### config.mk
export PLATFORM = sky130hd
export DESIGN_NAME = pmb_blit_engine
export DESIGN_NICKNAME = d
export VERILOG_FILES = /design/src/include/pmb_pkg.sv /design/src/design/pmb_blit_engine.sv
export VERILOG_INCLUDE_DIRS = /design/src /design/src/include
export SDC_FILE = /design/constraint.sdc
export NUM_CORES = 1
export LEC_CHECK = 0
export ABC_CLOCK_PERIOD_IN_PS = 11500
export BUFFER_PORTS_ARGS = -buffer_cell sky130_fd_sc_hd__buf_2
export CAP_MARGIN = 10
export CORE_ASPECT_RATIO = 1.1
export CORE_MARGIN = 2
export CORE_UTILIZATION = 45
export DETAILED_ROUTE_END_ITERATION = 16
export PLACE_DENSITY = 0.7
export SLEW_MARGIN = 20
export SYNTH_ARGS = -nofsm -noshare
export SYNTH_HDL_FRONTEND = slang
export SYNTH_SLANG_ARGS = --single-unit
### constraint.sdc
create_clock -name hclk -period 11.5 [get_ports hclk]
set_input_delay 0.575 -clock hclk [delete_from_list [all_inputs] [get_ports hclk]]
set_output_delay 0.575 -clock hclk [all_outputs]
set_load 0.1 [all_outputs]
### src/include/pmb_defines.svh
// register offsets, field positions, codes and reset values of the blit engine
`ifndef PMB_DEFINES_SVH
`define PMB_DEFINES_SVH
`define PMB_OFF_CMD        16'h9ae8
`define PMB_OFF_FORE_MIX   16'hbae8
`define PMB_OFF_BACK_MIX   16'hb6e8
`define PMB_OFF_FORE_COLOR 16'ha6e8
`define PMB_OFF_BACK_COLOR 16'ha2e8
`define PMB_OFF_WRITE_MASK 16'haae8
`define PMB_OFF_READ_MASK  16'haee8
`define PMB_OFF_PEL_MIX    16'hbee8
`define PMB_OFF_CUR_XY     16'h8100
`define PMB_OFF_DEST_XY    16'h8104
`define PMB_OFF_SIZE       16'h8108
`define PMB_CMD_BLIT       3'h6
`define PMB_CMD_PATTERN    3'h7
`define PMB_CMD_OP_MSB     15
`define PMB_CMD_OP_LSB     13
`define PMB_CMD_MULTI_BIT  1
`define PMB_CMD_XMAJOR_BIT 6
`define PMB_CMD_BUSY_BIT   9
`define PMB_SEL_MSB        7
`define PMB_SEL_LSB        6
`define PMB_SEL_MEMORY     2'h3
`define PMB_MIX_SRC_MSB    6
`define PMB_MIX_SRC_LSB    5
`define PMB_SRC_BACK       2'h0
`define PMB_SRC_FORE       2'h1
`define PMB_SRC_MEMORY     2'h3
`define PMB_MIX_ONE        4'h2
`define PMB_MIX_ZERO       4'h1
`define PMB_MIX_NEW        4'h7
`define PMB_PAT_SIZE       3'h7
`define PMB_RST_MASK       32'hffffffff
`define PMB_RST_MIX        16'h0007
`endif

### src/include/pmb_pkg.sv
// types of the blit engine
package pmb_pkg;
    typedef enum logic [2:0] {
        PMB_IDLE,
        PMB_READ_SRC,
        PMB_READ_DST,
        PMB_WRITE,
        PMB_STEP
    } pmb_state_type;
endpackage

### src/design/pmb_blit_engine.sv
// plane masked rectangle copy and pattern tile fill engine with ahb-lite registers
//
// Added by the designer: register access over AHB-Lite.
`timescale 1ns/100ps
`default_nettype none
`include "pmb_defines.svh"
module pmb_blit_engine #(
    parameter int PIX_W = 8,
    parameter int AW    = 20
) (
    // clock and reset
    input  wire logic             hclk,
    input  wire logic             hresetn,
    // ahb-lite slave
    input  wire logic             hsel,
    input  wire logic [31:0]      haddr,
    input  wire logic [1:0]       htrans,
    input  wire logic             hwrite,
    input  wire logic [2:0]       hsize,
    input  wire logic [31:0]      hwdata,
    input  wire logic             hready,
    output logic      [31:0]      hrdata,
    output logic                  hreadyout,
    output logic                  hresp,
    // display memory port, one pixel a cycle, read data one cycle later
    output logic                  mem_req,
    output logic                  mem_we,
    output logic      [AW-1:0]    mem_addr,
    output logic      [PIX_W-1:0] mem_wdata,
    input  wire logic [PIX_W-1:0] mem_rdata,
    // status
    output logic                  busy
);
    localparam int PITCH_LOG = 10;
    logic [15:0]      cmd;
    logic [15:0]      fore_mix_sel;
    logic [15:0]      back_mix_sel;
    logic [31:0]      fore_color_index;
    logic [31:0]      back_color_index;
    logic [31:0]      write_plane_enable;
    logic [31:0]      read_plane_select;
    logic [15:0]      pel_mix_select;
    logic [31:0]      start_position_pair;
    logic [31:0]      dest_pair;
    logic [31:0]      size_pair;
    logic             go;
    pmb_pkg::pmb_state_type state;
    logic [11:0]      cx;
    logic [11:0]      cy;
    logic [PIX_W-1:0] src_pix;
    logic [PIX_W-1:0] dst_pix;
    logic [PIX_W-1:0] next_pix;
    // ahb address phase capture
    logic        ph_wr;
    logic        ph_rd;
    logic [15:0] ph_addr;
    wire         take = hsel && hready && htrans[1];
    always_ff @(posedge hclk or negedge hresetn) begin
        if (!hresetn) begin
            ph_wr   <= 1'b0;
            ph_rd   <= 1'b0;
            ph_addr <= 16'h0000;
        end else begin
            ph_wr   <= take && hwrite;
            ph_rd   <= take && !hwrite;
            ph_addr <= haddr[15:0];
        end
    end
    assign hreadyout = 1'b1;
    assign hresp     = 1'b0;
    assign busy      = (state != pmb_pkg::PMB_IDLE);
    // register writes; a command write while busy is dropped
    always_ff @(posedge hclk or negedge hresetn) begin
        if (!hresetn) begin
            cmd                 <= 16'h0000;
            fore_mix_sel        <= `PMB_RST_MIX;
            back_mix_sel        <= `PMB_RST_MIX;
            fore_color_index    <= 32'h00000000;
            back_color_index    <= 32'h00000000;
            write_plane_enable  <= `PMB_RST_MASK;
            read_plane_select   <= `PMB_RST_MASK;
            pel_mix_select      <= 16'h0000;
            start_position_pair <= 32'h00000000;
            dest_pair           <= 32'h00000000;
            size_pair           <= 32'h00000000;
            go                  <= 1'b0;
        end else begin
            go <= 1'b0;
            if (ph_wr) begin
                if (ph_addr == `PMB_OFF_CMD) begin
                    if (!busy) begin
                        cmd <= hwdata[15:0];
                        go  <= 1'b1;
                    end
                end else if (ph_addr == `PMB_OFF_FORE_MIX) begin
                    fore_mix_sel <= hwdata[15:0];
                end else if (ph_addr == `PMB_OFF_BACK_MIX) begin
                    back_mix_sel <= hwdata[15:0];
                end else if (ph_addr == `PMB_OFF_FORE_COLOR) begin
                    fore_color_index <= hwdata;
                end else if (ph_addr == `PMB_OFF_BACK_COLOR) begin
                    back_color_index <= hwdata;
                end else if (ph_addr == `PMB_OFF_WRITE_MASK) begin
                    write_plane_enable <= hwdata;
                end else if (ph_addr == `PMB_OFF_READ_MASK) begin
                    read_plane_select <= hwdata;
                end else if (ph_addr == `PMB_OFF_PEL_MIX) begin
                    pel_mix_select <= hwdata[15:0];
                end else if (ph_addr == `PMB_OFF_CUR_XY) begin
                    start_position_pair <= hwdata;
                end else if (ph_addr == `PMB_OFF_DEST_XY) begin
                    dest_pair <= hwdata;
                end else if (ph_addr == `PMB_OFF_SIZE) begin
                    size_pair <= hwdata;
                end
            end
        end
    end
    // read data; unmapped addresses read zero
    always_comb begin
        hrdata = 32'h00000000;
        if (ph_rd) begin
            if (ph_addr == `PMB_OFF_CMD) begin
                hrdata = {16'h0000, cmd};
                hrdata[`PMB_CMD_BUSY_BIT] = busy;
            end else if (ph_addr == `PMB_OFF_FORE_MIX) begin
                hrdata = {16'h0000, fore_mix_sel};
            end else if (ph_addr == `PMB_OFF_BACK_MIX) begin
                hrdata = {16'h0000, back_mix_sel};
            end else if (ph_addr == `PMB_OFF_FORE_COLOR) begin
                hrdata = fore_color_index;
            end else if (ph_addr == `PMB_OFF_BACK_COLOR) begin
                hrdata = back_color_index;
            end else if (ph_addr == `PMB_OFF_WRITE_MASK) begin
                hrdata = write_plane_enable;
            end else if (ph_addr == `PMB_OFF_READ_MASK) begin
                hrdata = read_plane_select;
            end else if (ph_addr == `PMB_OFF_PEL_MIX) begin
                hrdata = {16'h0000, pel_mix_select};
            end else if (ph_addr == `PMB_OFF_CUR_XY) begin
                hrdata = start_position_pair;
            end else if (ph_addr == `PMB_OFF_DEST_XY) begin
                hrdata = dest_pair;
            end else if (ph_addr == `PMB_OFF_SIZE) begin
                hrdata = size_pair;
            end
        end
    end
    // geometry: x in high half, y in low half
    wire [11:0] src_x  = start_position_pair[27:16];
    wire [11:0] src_y  = start_position_pair[11:0];
    wire [11:0] dst_x  = dest_pair[27:16];
    wire [11:0] dst_y  = dest_pair[11:0];
    wire [11:0] last_x = size_pair[27:16];
    wire [11:0] last_y = size_pair[11:0];
    wire        is_pat = (cmd[`PMB_CMD_OP_MSB:`PMB_CMD_OP_LSB] == `PMB_CMD_PATTERN);
    wire [11:0] abs_x  = dst_x + cx;
    wire [11:0] abs_y  = dst_y + cy;
    // pattern column follows the absolute x modulo 8, so tiles sit on 8 pixel boundaries
    wire [11:0] rd_x = is_pat ? (src_x + {9'h000, abs_x[2:0]}) : (src_x + cx);
    wire [11:0] rd_y = is_pat ? (src_y + {9'h000, abs_y[2:0]}) : (src_y + cy);
    function automatic logic [AW-1:0] pix_addr(input logic [11:0] x, input logic [11:0] y);
        logic [AW+11:0] full;
        full = ({{AW{1'b0}}, y} << PITCH_LOG) + {{AW{1'b0}}, x};
        return full[AW-1:0];
    endfunction
    // only read-enabled planes feed the source bit
    // all enabled planes must be 1 to read a 1
    wire [PIX_W-1:0] rmask   = read_plane_select[PIX_W-1:0];
    wire             src_bit = &(src_pix | ~rmask);
    // memory bit chooses mix register when field 7-6 is 11
    // 1 picks foreground mix, 0 background
    wire        by_mem   = (pel_mix_select[`PMB_SEL_MSB:`PMB_SEL_LSB] == `PMB_SEL_MEMORY);
    wire        use_fore = by_mem ? src_bit : 1'b1;
    wire [15:0] mix      = use_fore ? fore_mix_sel : back_mix_sel;
    // color source of the chosen mix
    // 0027h fore color, 0007h back color, replace
    logic [PIX_W-1:0] color;
    always_comb begin
        case (mix[`PMB_MIX_SRC_MSB:`PMB_MIX_SRC_LSB])
            `PMB_SRC_BACK:   color = back_color_index[PIX_W-1:0];
            `PMB_SRC_FORE:   color = fore_color_index[PIX_W-1:0];
            `PMB_SRC_MEMORY: color = src_pix;
            default:         color = fore_color_index[PIX_W-1:0];
        endcase
    end
    // old destination arrives in the write cycle itself; the register only holds it a cycle later
    wire [PIX_W-1:0] dst_now = (state == pmb_pkg::PMB_WRITE) ? mem_rdata : dst_pix;
    // one and zero mixes ignore source and destination
    // only the 3h mix leaves the destination as it was
    logic [PIX_W-1:0] mixed;
    always_comb begin
        case (mix[3:0])
            `PMB_MIX_ZERO: mixed = {PIX_W{1'b0}};
            `PMB_MIX_ONE:  mixed = {PIX_W{1'b1}};
            4'h0:          mixed = ~dst_now;
            4'h3:          mixed = dst_now;
            4'h4:          mixed = ~color;
            4'h5:          mixed = color ^ dst_now;
            4'h6:          mixed = ~(color ^ dst_now);
            4'hb:          mixed = color | dst_now;
            4'hf:          mixed = color & dst_now;
            default:       mixed = color;
        endcase
    end
    wire [PIX_W-1:0] wmask = write_plane_enable[PIX_W-1:0];
    assign next_pix = (mixed & wmask) | (dst_now & ~wmask);

    // copy and across-plane copy share one command; path differs only by mix and masks
    always_ff @(posedge hclk or negedge hresetn) begin
        if (!hresetn) begin
            state   <= pmb_pkg::PMB_IDLE;
            cx      <= 12'h000;
            cy      <= 12'h000;
            src_pix <= {PIX_W{1'b0}};
            dst_pix <= {PIX_W{1'b0}};
        end else begin
            case (state)
                pmb_pkg::PMB_IDLE: begin
                    cx <= 12'h000;
                    cy <= 12'h000;
                    if (go && (cmd[`PMB_CMD_OP_MSB:`PMB_CMD_OP_LSB] == `PMB_CMD_BLIT || is_pat)) begin
                        state <= pmb_pkg::PMB_READ_SRC;
                    end
                end
                pmb_pkg::PMB_READ_SRC: begin
                    state <= pmb_pkg::PMB_READ_DST;
                end
                pmb_pkg::PMB_READ_DST: begin
                    src_pix <= mem_rdata;
                    state   <= pmb_pkg::PMB_WRITE;
                end
                pmb_pkg::PMB_WRITE: begin
                    dst_pix <= mem_rdata;
                    state   <= pmb_pkg::PMB_STEP;
                end
                pmb_pkg::PMB_STEP: begin
                    // walking stops at the rectangle edge, nothing outside is written
                    if (cx != last_x) begin
                        cx    <= cx + 12'h001;
                        state <= pmb_pkg::PMB_READ_SRC;
                    end else if (cy != last_y) begin
                        cx    <= 12'h000;
                        cy    <= cy + 12'h001;
                        state <= pmb_pkg::PMB_READ_SRC;
                    end else begin
                        state <= pmb_pkg::PMB_IDLE;
                    end
                end
                default: state <= pmb_pkg::PMB_IDLE;
            endcase
        end
    end
    // memory port; write data registered so it stands with the write cycle
    always_comb begin
        mem_req  = 1'b0;
        mem_we   = 1'b0;
        mem_addr = {AW{1'b0}};
        if (state == pmb_pkg::PMB_READ_SRC) begin
            mem_req  = 1'b1;
            mem_addr = pix_addr(rd_x, rd_y);
        end else if (state == pmb_pkg::PMB_READ_DST) begin
            mem_req  = 1'b1;
            mem_addr = pix_addr(abs_x, abs_y);
        end else if (state == pmb_pkg::PMB_STEP) begin
            mem_req  = 1'b1;
            mem_we   = 1'b1;
            mem_addr = pix_addr(abs_x, abs_y);
        end
    end
    always_ff @(posedge hclk or negedge hresetn) begin
        if (!hresetn) begin
            mem_wdata <= {PIX_W{1'b0}};
        end else if (state == pmb_pkg::PMB_WRITE) begin
            mem_wdata <= next_pix;
        end
    end
endmodule
`default_nettype wire

==> results.cfg <==
[critical_path]
worstSetupStartpoint = cmd[14]
cp_data_arrival_time_ns = 6.60
r2r_slack_ns = 7.08
cp-endpoint = mem_addr[19]
required_ns = 10.93
cp_max_fo = 25
crit_type = reg -> out
crit-reg2reg-launch = ph_addr[2]
start_kind = flip-flop
timing.rr.end = fore_color_index[8]
reg2reg_depth = 7
end_kind = primary output

[synthesis]
synth-seq-cells = 357
synth_nets = 2038
yosysMostFrequentCell = dfrtp_1
synth_flop_cell = dfrtp_1
syn_area_um2 = 20200
synth_area_leaders = dfrtp_1, mux2_2, dfstp_2
syn-instance-count = 1886
synth_top_cell_by_area = dfrtp_1
yosys.area.top_type_share_pct = 35.5
ys_warn_count = 0
synth_edf_count = 0
async_reset_ff_share_pct = 100
yosysSeqAreaShare_pct = 44.6
synth_commonest_cells = dfrtp_1, mux2_2, nand2_1
syn_area_per_cell_um2 = 10.7
synthDistinctLibCells = 77

[hold_path]
hold_path.class = in -> async

[timing]
tightestPinTransition_ns = 1.12
skew_ns = 0.0229
period_minus_slack_ns = 7.18
relSlewSlack_pct = 24.9
rsz0062_at_grt = no
max_freq_mhz = 139
setup_viol = 0
finalCritPeriodShare_pct = 62.4
hold_viol_final = 0
finalMaxSlewViolations = 0
finalSetupTns_ns = 0

[flow_run]
max_cap_viol_count = 0

[detailed_routing]
first_pass_iters = 5
wl_per_cell_um = 21.5
drc_errors = 0
wirelength_um = 55400
vias = 15115
drtIter0Drc = 1193
vias_per_cell = 5.88
antenna_left = 0

[cells_and_area]
areaGrowthSynthToFinish_pct = 11.4
fin_util_pct = 50.7
nets = 2109
layout-drive-gt1-share_pct = 29.1

[status]
run_status = finished, final reports clean

[floorplanning]
initial_core_util_pct = 45.6
die_y_um = 226
dieArea_um2 = 46600
dieWidth_um = 206
num_io_pins = 147
fp-row-count = 81
core_um2 = 44400

[pwr]
power_leakage_nw = 10.2
power_density_nw_per_um2 = 155
peakVddDrop_mv = 0.126

[clock_network]
cts_sinks = 357
hold_buffers = 0
clockBufferDepth = 3
cts_resized = 0
cts_root_buf = clkbuf_16
post_cts_buffers = 0
cts_buffers = 39
clk-insertion-delay-late_ns = 0.57
tritoncts = built
cts.clk_slew.worst_paths_ns = 0.06
h-tree-depth = 2

[global_routing]
grt_max_degree = 200
grt_use_total_pct = 24.0
grt_overflow = 0
antenna_found_initial = 3
grt_pass1_vias = 15327
grt_pass1_wl_um = 86900

[place]
dp_hpwl_um = 38200
port_buffers = 124
gp_congestion = 0.894
==> power by group <==
group          switching (mW)  internal [mW]  leakage [nW]  total, mW
clock network           0.529          0.735         0.642       1.26
logic                   0.617          0.200          5.29      0.817
registers              0.0618           1.34          4.31       1.40
total                    1.21           2.27          10.2       3.48
==> flip-flops by register name, indices dropped and copies added (netlist names), 12 cells and up <==
| register | flops |
|---|---|
| read_plane_select | 32 |
| pel_mix_select | 16 |
| write_plane_enable | 32 |
| size_pair | 32 |
| fore_mix_sel | 16 |
| cy | 12 |
| ph_addr | 16 |
| back_mix_sel | 16 |
| cx | 12 |
| dest_pair | 32 |
| back_color_index | 32 |
| fore_color_index | 32 |
| cmd | 15 |
| start_position_pair | 32 |
==> routing by layer <==
layer | wire length, µm | part of all wire [%] | track usage, % | up-vias
met5 | 13 | 0.023 | 0 | -
met4 | 1900 | 3.4 | 9.29 | 2
met3 | 2990 | 5.4 | 3.66 | 109
met2 | 27100 | 49 | 40.1 | 492
met1 | 23400 | 42 | 31.4 | 7593
li1 | - | - | - | 6919
==> logic make-up after synthesis <==
logic type | share of synthesized area [%]
AO/OA/AOI/OAI | 12.0
adder cells (fa/ha/maj) | 4.55
AND/OR/NAND/NOR | 10.9
multiplexers | 20.3
buffers and inverters | 3.89
other | 0.0371
flip-flops | 44.6
XOR/XNOR | 3.71
==> cell usage in the layout (no fill, tap or decap), types with 41 or more instances in the layout <==
cell,instances
buf_2,123
ha_1,64
dfstp_2,70
a21oi_1,68
xnor2_1,41
o21ai_0,100
dfrtp_1,286
nand2_1,202
mux2_2,264
xor2_1,42
inv_1,60
mux2i_1,84
nor2_1,77
==> how the worst min path moves through the flow <==
stage                  from             endpoint  slack [ns]  cells past startpoint
floorplan           hresetn  back_color_index[0]        0.28                      0
global placement    cmd[11]              cmd[11]        0.46                      2
detailed placement  cmd[11]              cmd[11]        0.46                      2
CTS                 hresetn                cy[8]        0.02                      1
global route        hresetn         dest_pair[4]        0.05                      1
finish              hresetn         dest_pair[4]       0.005                      1
==> cell type report <==
class | instances | area, µm²
timing repair buffer | 146 | 828
multi-input combinational | 1353 | 10400
tap | 581 | 727
clock buffer | 56 | 1130
inverter | 60 | 225
fill | 3953 | 21900
sequential | 357 | 9020
clock inverter | 16 | 156
antenna | 2 | 5.00
==> worst max-delay path, cell delays in order (launching register included) <==
cell	delay (ns)
dfrtp_1	0.40
nand3_1	0.69
mux2_2	0.56
ha_1	0.20
inv_1	0.09
fa_1	0.21
nor2b_1	0.05
o21ai_0	0.21
a21oi_1	0.12
o21ai_0	0.27
a21oi_1	0.13
o21ai_0	0.23
or4b_2	0.60
o311ai_0	0.14
ha_1	0.24
a21oi_1	0.07
nor2_1	0.26
nand2_1	0.10
nor4b_1	0.44
xnor3_1	0.39
nor2_1	0.09
or3_1	0.12
buf_2	0.42
==> metrics by stage <==
step	power [mW]	hold WS (ns)	setup WS, ns	instances	area, µm²
floorplan	2.02	0.279	4.90	1886	20200
global placement	2.21	0.457	4.96	2496	21200
detailed placement	2.23	0.464	4.85	2496	21200
CTS	3.50	0.0248	4.25	2568	22500
global route	3.63	0.0514	3.79	2571	22500
finish	3.48	0.00485	4.32	2571	22500
Power figures use the tool's default switching activity.
